<file path="src/gpio_regs.svh">
// gpio_regs.svh: register offsets, field positions and reset values
// assumes byte addresses on a 32-bit Avalon-MM slave, data in bits 7..0
`ifndef GPIO_REGS_SVH
`define GPIO_REGS_SVH
`define PORT_COUNT      5
`define PORT_E_IDX      3'h4
`define PORT_IDX_MSB    6
`define PORT_IDX_LSB    4
`define REG_IDX_MSB     3
`define REG_IDX_LSB     2
`define REG_DATA        2'h0
`define REG_DIR         2'h1
`define REG_PULL        2'h2
`define REG_WAKE        2'h3
`define OFF_SUPPLY      8'h50
`define OFF_SRC0        8'h54
`define OFF_SRC1        8'h58
`define OFF_SRC2        8'h5c
`define OFF_IRQ_STATUS  8'h60
`define OFF_IRQ_MASK    8'h64
`define RST_DATA        8'hff
`define RST_DRIVE       8'h00
`define RST_PULL        8'h00
`define RST_WAKE        8'h00
`define RST_SUPPLY      6'h00
`define RST_SRC         8'h00
`define RST_SRC2        4'h0
`define RST_IRQ         8'h00
`define PORT_MASK       8'hff
`define PORT_E_MASK     8'h3f
`define SUP_PC0_BIT     5
`define SUP_UPA_BIT     3
`define SUP_LPA_BIT     1
`endif

</file>
<file path="src/gpio_pkg.sv">
// gpio_pkg: types shared by the port block, the pin board and the bench
// assumes nothing of its surroundings
`default_nettype none
package gpio_pkg;
  typedef struct packed {
    logic [7:0] e;
    logic [7:0] d;
    logic [7:0] c;
    logic [7:0] b;
    logic [7:0] a;
  } gpio_pins_s;

  typedef enum logic [0:0] {
    BUS_IDLE   = 1'b0,
    BUS_ANSWER = 1'b1
  } bus_state_e;
endpackage
`default_nettype wire

</file>
<file path="src/gpio_ports.sv">
// gpio_ports: five-port general purpose I/O with wake-up and supply select
// assumes pins, function selects and power state synchronous to mclk
//
// Added by the designer: the placing of the registers and the Avalon-MM interface to the registers.
`timescale 1ns/1ps
`default_nettype none
`include "gpio_regs.svh"

module gpio_ports (
  input  wire logic                 mclk,
  input  wire logic                 rst_n,
  input  wire logic [7:0]           avs_address,
  input  wire logic                 avs_read,
  input  wire logic                 avs_write,
  input  wire logic [31:0]          avs_writedata,
  input  wire logic [3:0]           avs_byteenable,
  output logic      [31:0]          avs_readdata,
  output logic                      avs_waitrequest,
  input  wire gpio_pkg::gpio_pins_s pin_in,
  input  wire gpio_pkg::gpio_pins_s pull_capable,
  input  wire gpio_pkg::gpio_pins_s digital_func,
  input  wire logic [7:0]           porta_gpio_input,
  input  wire logic                 alt_supply_input_pin,
  input  wire logic                 low_power,
  input  wire logic                 wake_ack,
  output gpio_pkg::gpio_pins_s      pin_out,
  output gpio_pkg::gpio_pins_s      pin_oe,
  output gpio_pkg::gpio_pins_s      pullup_en,
  output logic      [7:0]           porta_alt_supply,
  output logic                      portc0_alt_supply,
  output logic      [7:0]           source_current_select_0,
  output logic      [7:0]           source_current_select_1,
  output logic      [3:0]           source_current_select_2,
  output logic                      wake_req,
  output logic                      irq
);
  import gpio_pkg::*;

  localparam int NP = `PORT_COUNT;

  logic [7:0]      latch    [NP];
  logic [7:0]      drive    [NP];
  logic [7:0]      pull     [NP];
  logic [7:0]      pull_eff [NP];
  logic [7:0]      live     [NP];
  logic [4:0][7:0] pin_v;
  logic [4:0][7:0] cap_v;
  logic [7:0]      wake_en;
  logic [7:0]      wake_arm;
  logic [7:0]      wake_event;
  logic [7:0]      irq_status;
  logic [7:0]      irq_mask;
  logic [7:0]      next_rdata;
  logic [7:0]      rd_mask;
  logic [5:0]      supply_sel;
  bus_state_e      bus_state;
  logic [2:0]      port_idx;
  logic [1:0]      reg_idx;
  logic            port_hit;
  logic            wr_en;
  logic            data_wr;

  assign pin_v    = pin_in;
  assign cap_v    = pull_capable;
  assign port_idx = avs_address[`PORT_IDX_MSB:`PORT_IDX_LSB];
  assign reg_idx  = avs_address[`REG_IDX_MSB:`REG_IDX_LSB];
  assign port_hit = !avs_address[7] && (avs_address[1:0] == 2'h0)
                    && (port_idx < 3'(NP));
  assign rd_mask  = (port_idx == `PORT_E_IDX) ? `PORT_E_MASK : `PORT_MASK;
  // writes land on the edge where the master sees waitrequest low
  assign wr_en    = avs_write && (bus_state == BUS_ANSWER)
                    && avs_byteenable[0];
  assign data_wr  = wr_en && port_hit && (reg_idx == `REG_DATA);

  // same pin logic on every port
  for (genvar i = 0; i < NP; i++) begin : g_port
    localparam logic [7:0] MASK = (i == NP - 1) ? `PORT_E_MASK : `PORT_MASK;
    logic hit;
    assign hit = wr_en && port_hit && (port_idx == 3'(i));
    assign live[i] = (pin_v[i] & ~drive[i]) | (latch[i] & drive[i]);

    always_ff @(posedge mclk or negedge rst_n) begin
      if (!rst_n) begin
        latch[i] <= `RST_DATA & MASK;
      end else if (hit && reg_idx == `REG_DATA) begin
        // top bits of port E dropped
        latch[i] <= avs_writedata[7:0] & MASK;
      end
    end

    // stored as drive enable, one means output
    always_ff @(posedge mclk or negedge rst_n) begin
      if (!rst_n) begin
        drive[i] <= `RST_DRIVE;
      end else if (hit && reg_idx == `REG_DIR) begin
        drive[i] <= ~avs_writedata[7:0] & MASK;
      end
    end

    always_ff @(posedge mclk or negedge rst_n) begin
      if (!rst_n) begin
        pull[i] <= `RST_PULL;
      end else if (hit && reg_idx == `REG_PULL) begin
        pull[i] <= avs_writedata[7:0] & MASK;
      end
    end

    // gated by the pin's shared function
    always_ff @(posedge mclk or negedge rst_n) begin
      if (!rst_n) begin
        pull_eff[i] <= `RST_PULL;
      end else begin
        pull_eff[i] <= pull[i] & cap_v[i] & MASK;
      end
    end
  end

  assign pin_out   = {latch[4], latch[3], latch[2], latch[1], latch[0]};
  assign pin_oe    = {drive[4], drive[3], drive[2], drive[1], drive[0]};
  assign pullup_en = {pull_eff[4], pull_eff[3], pull_eff[2], pull_eff[1],
                      pull_eff[0]};

  always_ff @(posedge mclk or negedge rst_n) begin
    if (!rst_n) begin
      wake_en <= `RST_WAKE;
    end else if (wr_en && port_hit && port_idx == 3'h0
                 && reg_idx == `REG_WAKE) begin
      wake_en <= avs_writedata[7:0];
    end
  end

  always_ff @(posedge mclk or negedge rst_n) begin
    if (!rst_n) begin
      supply_sel <= `RST_SUPPLY;
    end else if (wr_en && avs_address == `OFF_SUPPLY) begin
      supply_sel <= avs_writedata[5:0];
    end
  end

  // four-level drive strength per pin group
  always_ff @(posedge mclk or negedge rst_n) begin
    if (!rst_n) begin
      source_current_select_0 <= `RST_SRC;
      source_current_select_1 <= `RST_SRC;
      source_current_select_2 <= `RST_SRC2;
    end else if (wr_en && avs_address == `OFF_SRC0) begin
      source_current_select_0 <= avs_writedata[7:0];
    end else if (wr_en && avs_address == `OFF_SRC1) begin
      source_current_select_1 <= avs_writedata[7:0];
    end else if (wr_en && avs_address == `OFF_SRC2) begin
      source_current_select_2 <= avs_writedata[3:0];
    end
  end

  // upper field to A7..A4, lower field to A3 and A1
  // only with port B pin 6 as supply input
  // only for digital in or out functions
  always_ff @(posedge mclk or negedge rst_n) begin
    if (!rst_n) begin
      porta_alt_supply  <= 8'h00;
      portc0_alt_supply <= 1'b0;
    end else begin
      porta_alt_supply  <= {{4{supply_sel[`SUP_UPA_BIT]}},
                            supply_sel[`SUP_LPA_BIT], 1'b0,
                            supply_sel[`SUP_LPA_BIT], 1'b0}
                           & {8{alt_supply_input_pin}} & digital_func.a;
      portc0_alt_supply <= supply_sel[`SUP_PC0_BIT] & alt_supply_input_pin
                           & digital_func.c[0];
    end
  end

  // armed only as general input pin
  assign wake_arm = wake_en & porta_gpio_input & ~drive[0];

  wake_detect u_wake (
    .mclk      (mclk),
    .rst_n     (rst_n),
    .pin       (pin_in.a),
    .arm       (wake_arm),
    .low_power (low_power),
    .fall      (wake_event)
  );

  // level held until acknowledged, new event wins
  always_ff @(posedge mclk or negedge rst_n) begin
    if (!rst_n) begin
      wake_req <= 1'b0;
    end else if (wake_event != 8'h00) begin
      wake_req <= 1'b1;
    end else if (wake_ack) begin
      wake_req <= 1'b0;
    end
  end

  // sticky per-pin wake status, write one to clear, set beats clear
  always_ff @(posedge mclk or negedge rst_n) begin
    if (!rst_n) begin
      irq_status <= `RST_IRQ;
    end else if (wr_en && avs_address == `OFF_IRQ_STATUS) begin
      irq_status <= (irq_status & ~avs_writedata[7:0]) | wake_event;
    end else begin
      irq_status <= irq_status | wake_event;
    end
  end

  always_ff @(posedge mclk or negedge rst_n) begin
    if (!rst_n) begin
      irq_mask <= `RST_IRQ;
    end else if (wr_en && avs_address == `OFF_IRQ_MASK) begin
      irq_mask <= avs_writedata[7:0];
    end
  end

  always_ff @(posedge mclk or negedge rst_n) begin
    if (!rst_n) begin
      irq <= 1'b0;
    end else begin
      irq <= |(irq_status & irq_mask);
    end
  end

  // pins sampled during the request cycle itself
  always_comb begin
    next_rdata = 8'h00;
    if (port_hit && reg_idx == `REG_DATA) begin
      next_rdata = live[port_idx] & rd_mask;
    end else if (port_hit && reg_idx == `REG_DIR) begin
      next_rdata = ~drive[port_idx] & rd_mask;
    end else if (port_hit && reg_idx == `REG_PULL) begin
      next_rdata = pull[port_idx];
    end else if (port_hit && reg_idx == `REG_WAKE && port_idx == 3'h0) begin
      next_rdata = wake_en;
    end else if (avs_address == `OFF_SUPPLY) begin
      next_rdata = {2'b00, supply_sel};
    end else if (avs_address == `OFF_SRC0) begin
      next_rdata = source_current_select_0;
    end else if (avs_address == `OFF_SRC1) begin
      next_rdata = source_current_select_1;
    end else if (avs_address == `OFF_SRC2) begin
      next_rdata = {4'h0, source_current_select_2};
    end else if (avs_address == `OFF_IRQ_STATUS) begin
      next_rdata = irq_status;
    end else if (avs_address == `OFF_IRQ_MASK) begin
      next_rdata = irq_mask;
    end
  end

  // one wait cycle per access; unmapped reads give zero
  always_ff @(posedge mclk or negedge rst_n) begin
    if (!rst_n) begin
      bus_state       <= BUS_IDLE;
      avs_waitrequest <= 1'b1;
      avs_readdata    <= 32'h0000_0000;
    end else begin
      case (bus_state)
        BUS_IDLE: begin
          if (avs_read || avs_write) begin
            bus_state       <= BUS_ANSWER;
            avs_waitrequest <= 1'b0;
            avs_readdata    <= {24'h00_0000, next_rdata};
          end
        end
        default: begin
          bus_state       <= BUS_IDLE;
          avs_waitrequest <= 1'b1;
        end
      endcase
    end
  end
endmodule
`default_nettype wire

</file>
<file path="src/wake_detect.sv">
// wake_detect: per-pin high-to-low detector for the port A wake-up
// assumes pins already synchronous to mclk
`timescale 1ns/1ps
`default_nettype none
module wake_detect (
  input  wire logic       mclk,
  input  wire logic       rst_n,
  input  wire logic [7:0] pin,
  input  wire logic [7:0] arm,
  input  wire logic       low_power,
  output logic      [7:0] fall
);
  logic [7:0] prev;

  for (genvar i = 0; i < 8; i++) begin : g_bit
    // reset low: a pin already low at release is no wake event
    always_ff @(posedge mclk or negedge rst_n) begin
      if (!rst_n) begin
        prev[i] <= 1'b0;
      end else begin
        prev[i] <= pin[i];
      end
    end
    assign fall[i] = low_power & arm[i] & prev[i] & ~pin[i];
  end
endmodule
`default_nettype wire

</file>
<file path="config.mk">
export PLATFORM = sky130hd
export DESIGN_NAME = gpio_ports
export DESIGN_NICKNAME = d
export VERILOG_FILES = /design/src/gpio_pkg.sv /design/src/gpio_ports.sv /design/src/wake_detect.sv
export VERILOG_INCLUDE_DIRS = /design/src
export SDC_FILE = /design/constraint.sdc
export NUM_CORES = 1
export LEC_CHECK = 0
export ABC_AREA = 0
export BUFFER_PORTS_ARGS = -buffer_cell sky130_fd_sc_hd__buf_2
export CORE_UTILIZATION = 35
export DETAILED_ROUTE_END_ITERATION = 10
export GPL_TIMING_DRIVEN = 0
export SKIP_CTS_REPAIR_TIMING = 1
export SYNTH_ARGS = -nofsm -noshare
export SYNTH_HDL_FRONTEND = slang
export SYNTH_SLANG_ARGS = --single-unit
</file>
<file path="constraint.sdc">
create_clock -name mclk -period 3.5 [get_ports mclk]
set_input_delay 0.35 -clock mclk [delete_from_list [all_inputs] [get_ports mclk]]
set_output_delay 0.35 -clock mclk [all_outputs]
set_load 0.03 [all_outputs]
</file>
* Word level (Yosys, flattened, before mapping)
Index checks and enable logic that the tools add are counted.
Storage, ports and cells: register bits after elaboration 231, bits of input ports 179, output and inout bits 184, logic and storage cells 208
Operators by class: order comparisons 2, equal/unequal tests 13, muxes and demuxes 27, bitwise logic cells 75, reductions and logical operators 49
Operators with widths (number):
- $and A8 B8 Y8 | 21
- $mux W8 | 18
- $bmux W8 S3 | 3
- $eq A8 B7 Y1 const B | 6
- $not A8 Y8 | 6
- $or A8 B8 Y8 | 6
- $logic_and A1 B1 Y1 | 37
- $and A1 B1 Y1 | 26
- $and A6 B6 Y6 | 2
- $not A1 Y1 | 11
- $not A6 Y8 | 1
- $or A8 B6 Y8 | 1
- $reduce_bool A8 Y1 | 1
- $reduce_or A8 Y1 | 1
- $eq A3 B2 Y1 const B | 2
- $mux W1 | 6
- $eq A2 B2 Y1 const B | 2
- $ge A4 B4 Y1 const B | 1
- $logic_not A2 Y1 | 2
- $not A3 Y4 | 1
- $reduce_and A2 Y1 | 2
- $reduce_bool A2 Y1 | 2
- $eq A3 B1 Y1 const B | 1
- $eq A3 B3 Y1 const B | 1
- 6 further kinds | 6

* Longest topological paths before layout
depth in word-level cells 11, mapped depth 10, mapped depth without buffers 6

* Hierarchy
From an unflattened synthesis, not the netlist that was laid out.
Second synthesis, totals: cell total of the unflattened synthesis 894, area, all modules 10647.7 um^2
Modules (own cells, without submodules):
- gpio_ports | times used 1, cells an instance 878, area each 10367.4 um^2, sequential area each 5579.1 um^2
- wake_detect | times used 1, cells an instance 16, area each 280.3 um^2, sequential area each 200.2 um^2

* Worst setup path before layout
Ideal clock, no wire load.
path type input to register, from input port avs_address[4], to register avs_readdata[3], setup time 0.119 ns, arrival time 1.807 ns, required time 3.381 ns, slack 1.575 ns, stages on the path 7, buffers on the path 1, cells stage by stage buf_2 -> mux4_2 -> and3_1 -> a221o_1 -> a311oi_1 -> o21ai_1 -> o21a_1
Between the ends: longest elaborated chain between the ends 11, elaborated cells on any way between the ends 37, classes of those cells order compare (1); eq/ne (6); mux (19); bitwise (4); reduce/logical (7)
RTL lines:
- start, declared | line gpio_ports.sv:12 | input wire logic [7:0] avs_address,
- $eq A8 B7 Y1 (no source line)
- $mux W8 | line gpio_ports.sv:243 | end else if (avs_address == `OFF_IRQ_MASK) begin
- $mux W8 | line gpio_ports.sv:241 | end else if (avs_address == `OFF_IRQ_STATUS) begin
- $mux W8 | line gpio_ports.sv:239 | end else if (avs_address == `OFF_SRC2) begin
- $mux W8 | line gpio_ports.sv:237 | end else if (avs_address == `OFF_SRC1) begin
- $mux W8 | line gpio_ports.sv:235 | end else if (avs_address == `OFF_SRC0) begin
- $mux W8 | line gpio_ports.sv:233 | end else if (avs_address == `OFF_SUPPLY) begin
- $mux W8 | line gpio_ports.sv:231 | end else if (port_hit && reg_idx == `REG_WAKE && port_idx == 3'h0) begin
- $mux W8 | line gpio_ports.sv:229 | end else if (port_hit && reg_idx == `REG_PULL) begin
- $mux W8 | line gpio_ports.sv:227 | end else if (port_hit && reg_idx == `REG_DIR) begin
- $mux W8 (*) | line gpio_ports.sv:225 | if (port_hit && reg_idx == `REG_DATA) begin
- end signal, assigned | line gpio_ports.sv:260 | avs_readdata <= {24'h00_0000, next_rdata};
- end, declared | line gpio_ports.sv:17 | output logic [31:0] avs_readdata,
Every way passes the cells marked *; elsewhere a longest branch is shown, timed or not. The select of a mux whose other input is x is not followed. A chain may end at the register's enable or synchronous reset.

* Worst setup path in the final report
from register bus_state, to register drive, in the netlist pin_oe[13]
Between the ends: longest elaborated chain between the ends 5
RTL lines:
- start, declared | line gpio_ports.sv:56 | bus_state_e bus_state;
- start signal, assigned | line gpio_ports.sv:251 | bus_state <= BUS_IDLE;
- start signal, assigned | line gpio_ports.sv:258 | bus_state <= BUS_ANSWER;
- start signal, assigned | line gpio_ports.sv:264 | bus_state <= BUS_IDLE;
- $logic_and A1 B1 Y1 | line gpio_ports.sv:71 | assign wr_en = avs_write && (bus_state == BUS_ANSWER)
- $logic_and A1 B1 Y1 | line gpio_ports.sv:72 | && avs_byteenable[0];
- $logic_and A1 B1 Y1 (2 in a row) | line gpio_ports.sv:79 | assign hit = wr_en && port_hit && (port_idx == 3'(i));
- $logic_and A1 B1 Y1 (no source line)
- end signal, assigned by index | line gpio_ports.sv:94 | drive[i] <= `RST_DRIVE;
- end signal, assigned by index | line gpio_ports.sv:96 | drive[i] <= ~avs_writedata[7:0] & MASK;
- end, declared | line gpio_ports.sv:42 | logic [7:0] drive [NP];
Every way passes these cells.

==> metrics.cfg <==
[drt]
route.detailed.drc=0
ant_nets=0
wl_per_cell_um=23.36
drt-initial-drc-count=692
drtPass1Iterations=6
via_count=8366
wl_um=37520
viasPerCell=5.209

[placement]
gp_congestion=0.9236
io_buffers=264
dp_hpwl_um=27690
place_area_sq_um=12660

[timing]
period_minus_slack_ns=2.515
post-route-period-util_pct=71.87
worst_slew_pin_slew_ns=0.9462
drv_slew=0
hold_violations=0
max_freq_ghz=0.3975
fin_worst_skew_ns=0.01098
hold_ws_ns=0.01200
setup_violations=0
max_slew_margin_pct=36.92
rsz0062_at_grt=false

[pwr]
power_density_nw_per_um2=450.2
finalPower_mw=6.131
peakVddDrop_v=0.0003375
leakage_nw=6.813

[cts]
htreeDepth=1
numClockSinks=229
clkSlewWorstSetupHoldPaths_ns=0.06
cts_buffer_depth=3
root_buffer=clkbuf_16
cts_buffers=27
clk_latency_ns=0.54
cts_tree=yes

[outcome]
status=finished clean

[critical_path]
crit_type=reg -> reg
startpoint=bus_state$_DFF_PN0_
cp-end-kind=register
crit_arrival_ns=2.89
cp.required_ns=3.88
r2r-start=bus_state$_DFF_PN0_
cp_max_fo=10
cp-start-kind=register

[synthesis]
seq_area_frac_synth_pct=54.02
syn_area_sq_um=10700
synthArstFlopShare_pct=100.0
synth-edff-count=0
synth_cell_types=67
syn_avg_cell_area_sq_um=12.44
ys_seq_elements=229
syn_inst=860
yosysWarnings=0
synth_flop_cell=dfrtp_1

[final_layout]
syn2layout_area_growth_pct=27.28
finalInstanceArea_sq_um=13620
layout_common_cells=buf_2, dfrtp_1, mux2_2
layout.nets=1373
drive_above_1_share_pct=46.34
final_common_cell=buf_2

[global_routing]
first_global_vias=8197
antenna_found_initial=2
grt_max_degree=117
grt-ovfl-total=0
grtUsageTotal_pct=24.02
grt_pass1_wl_um=54770

[min_path]
hold_class=in -> reg
hold_start=pull_capable[26]

[floorplanning]
initial_utilization_pct=35.81
core_sq_um=29870
die_h_um=176.8
rows=63
die_w_um=176.8
die_area_sq_um=31270
io_pins=363

[run]
maxCapViolCount=0

[final cells by class]
type	instances	area [sq um]
well taps	390	488.0
plain buffers	79	456.7
repair buffers	274	1449
multi-input cells	578	4561
inverters	5	18.77
clock buffers	39	790.8
fillers	2853	16260
flip-flops and latches	229	5779
clock inverters	11	72.57
diodes	1	2.502
[flip-flops by register name (all words and copies together) (netlist names), 4 cells and up]
register / count
pin_oe: 38
pin_out: 38
pull: 38
pullup_en: 38
avs_readdata: 8
irq_mask: 8
irq_status: 8
source_current_select_0: 8
source_current_select_1: 8
u_wake.prev: 8
wake_en: 8
porta_alt_supply: 6
supply_sel: 6
source_current_select_2: 4
[metrics by stage]
| step | TNS [ns] | cells | utilization [%] | worst slack (ns) |
|---|---|---|---|---|
| 5_1_grt | 0 | 1605 | 45.58 | 0.8474 |
| 4_1_cts | 0 | 1596 | 45.27 | 0.9824 |
| 3_5_place_dp | 0 | 1546 | 42.38 | 0.7411 |
| 3_3_place_gp | -395.42 | 1545 | 42.26 | -1.985 |
| 2_1_floorplan | 0 | 891 | - | 1.575 |
| 6_report | 0 | 1606 | 45.58 | 0.9845 |
[logic make-up after synthesis]
| family | Yosys count | synth area share (%) |
|---|---|---|
| AND/OR/NAND/NOR | 219 | 11.81 |
| multiplexers | 194 | 21.86 |
| AO/OA/AOI/OAI | 133 | 7.836 |
| buffers and inverters | 84 | 4.444 |
| flip-flops | 229 | 54.02 |
| other | 1 | 0.03505 |
[synth_stat cells (5+ instances only)]
| cell type | instances | share of area [%] |
|---|---|---|
| a22oi_1 | 7 | 0.49 |
| a21o_1 | 8 | 0.56 |
| buf_4 | 33 | 2.3 |
| and2_1 | 38 | 2.2 |
| buf_2 | 17 | 0.80 |
| dfrtp_1 | 190 | 44 |
| and3_1 | 17 | 0.99 |
| nand2_1 | 74 | 2.6 |
| nor4bb_1 | 5 | 0.47 |
| mux2i_1 | 57 | 5.3 |
| inv_1 | 5 | 0.18 |
| mux2_2 | 117 | 12 |
| clkbuf_1 | 23 | 0.81 |
| o221ai_1 | 7 | 0.57 |
| a21oi_1 | 19 | 0.89 |
| o21ai_0 | 47 | 2.2 |
| o22ai_1 | 6 | 0.35 |
| nand3_1 | 8 | 0.37 |
| mux4_2 | 20 | 4.2 |
| nor2_2 | 7 | 0.41 |
| o21ai_1 | 8 | 0.37 |
| dfstp_2 | 39 | 9.6 |
| nor2_1 | 23 | 0.81 |
[final timing paths]
path / cells past startpoint / slack, ns / endpoint
worst max register to register: 8 / 0.98 / pin_oe[13]$_DFFE_PN0P_
min in group asynchronous: 2 / 0.45 / porta_alt_supply[6]$_DFF_PN0_
max in group asynchronous: 3 / 1.99 / pullup_en[0]$_DFF_PN0_
worst min register to register: 2 / 0.50 / avs_waitrequest$_DFFE_PN1P_
worst max-delay path: 8 / 0.98 / pin_oe[13]$_DFFE_PN0P_
worst min-delay path: 2 / 0.01 / pullup_en[26]$_DFF_PN0_
[per-layer routing]
| metal | vias up | routed length [um] | GRT usage (%) |
|---|---|---|---|
| li1 | 3718 | - | - |
| met1 | 4218 | 16560 | 33.90 |
| met2 | 377 | 17340 | 38.20 |
| met3 | 53 | 2690 | 4.210 |
| met4 | 0 | 919 | 5.855 |
| met5 | - | 0 | 0 |
[report_power, final]
group,switching (mW),internal (mW)
sequential,0.0473,2.71
combinational,0.437,0.216
clock,1.15,1.57
total,1.63,4.50
[worst max-delay path: stages, from the launching register on]
cell	delay (ns)
dfrtp_1	0.35
and3_1	0.16
clkbuf_1	0.53
nand2_2	0.31
nor2_1	0.23
nand2_1	0.24
clkbuf_1	0.32
nand2_1	0.12
o21ai_0	0.09
No activity file was read; power rests on OpenSTA's default activity.
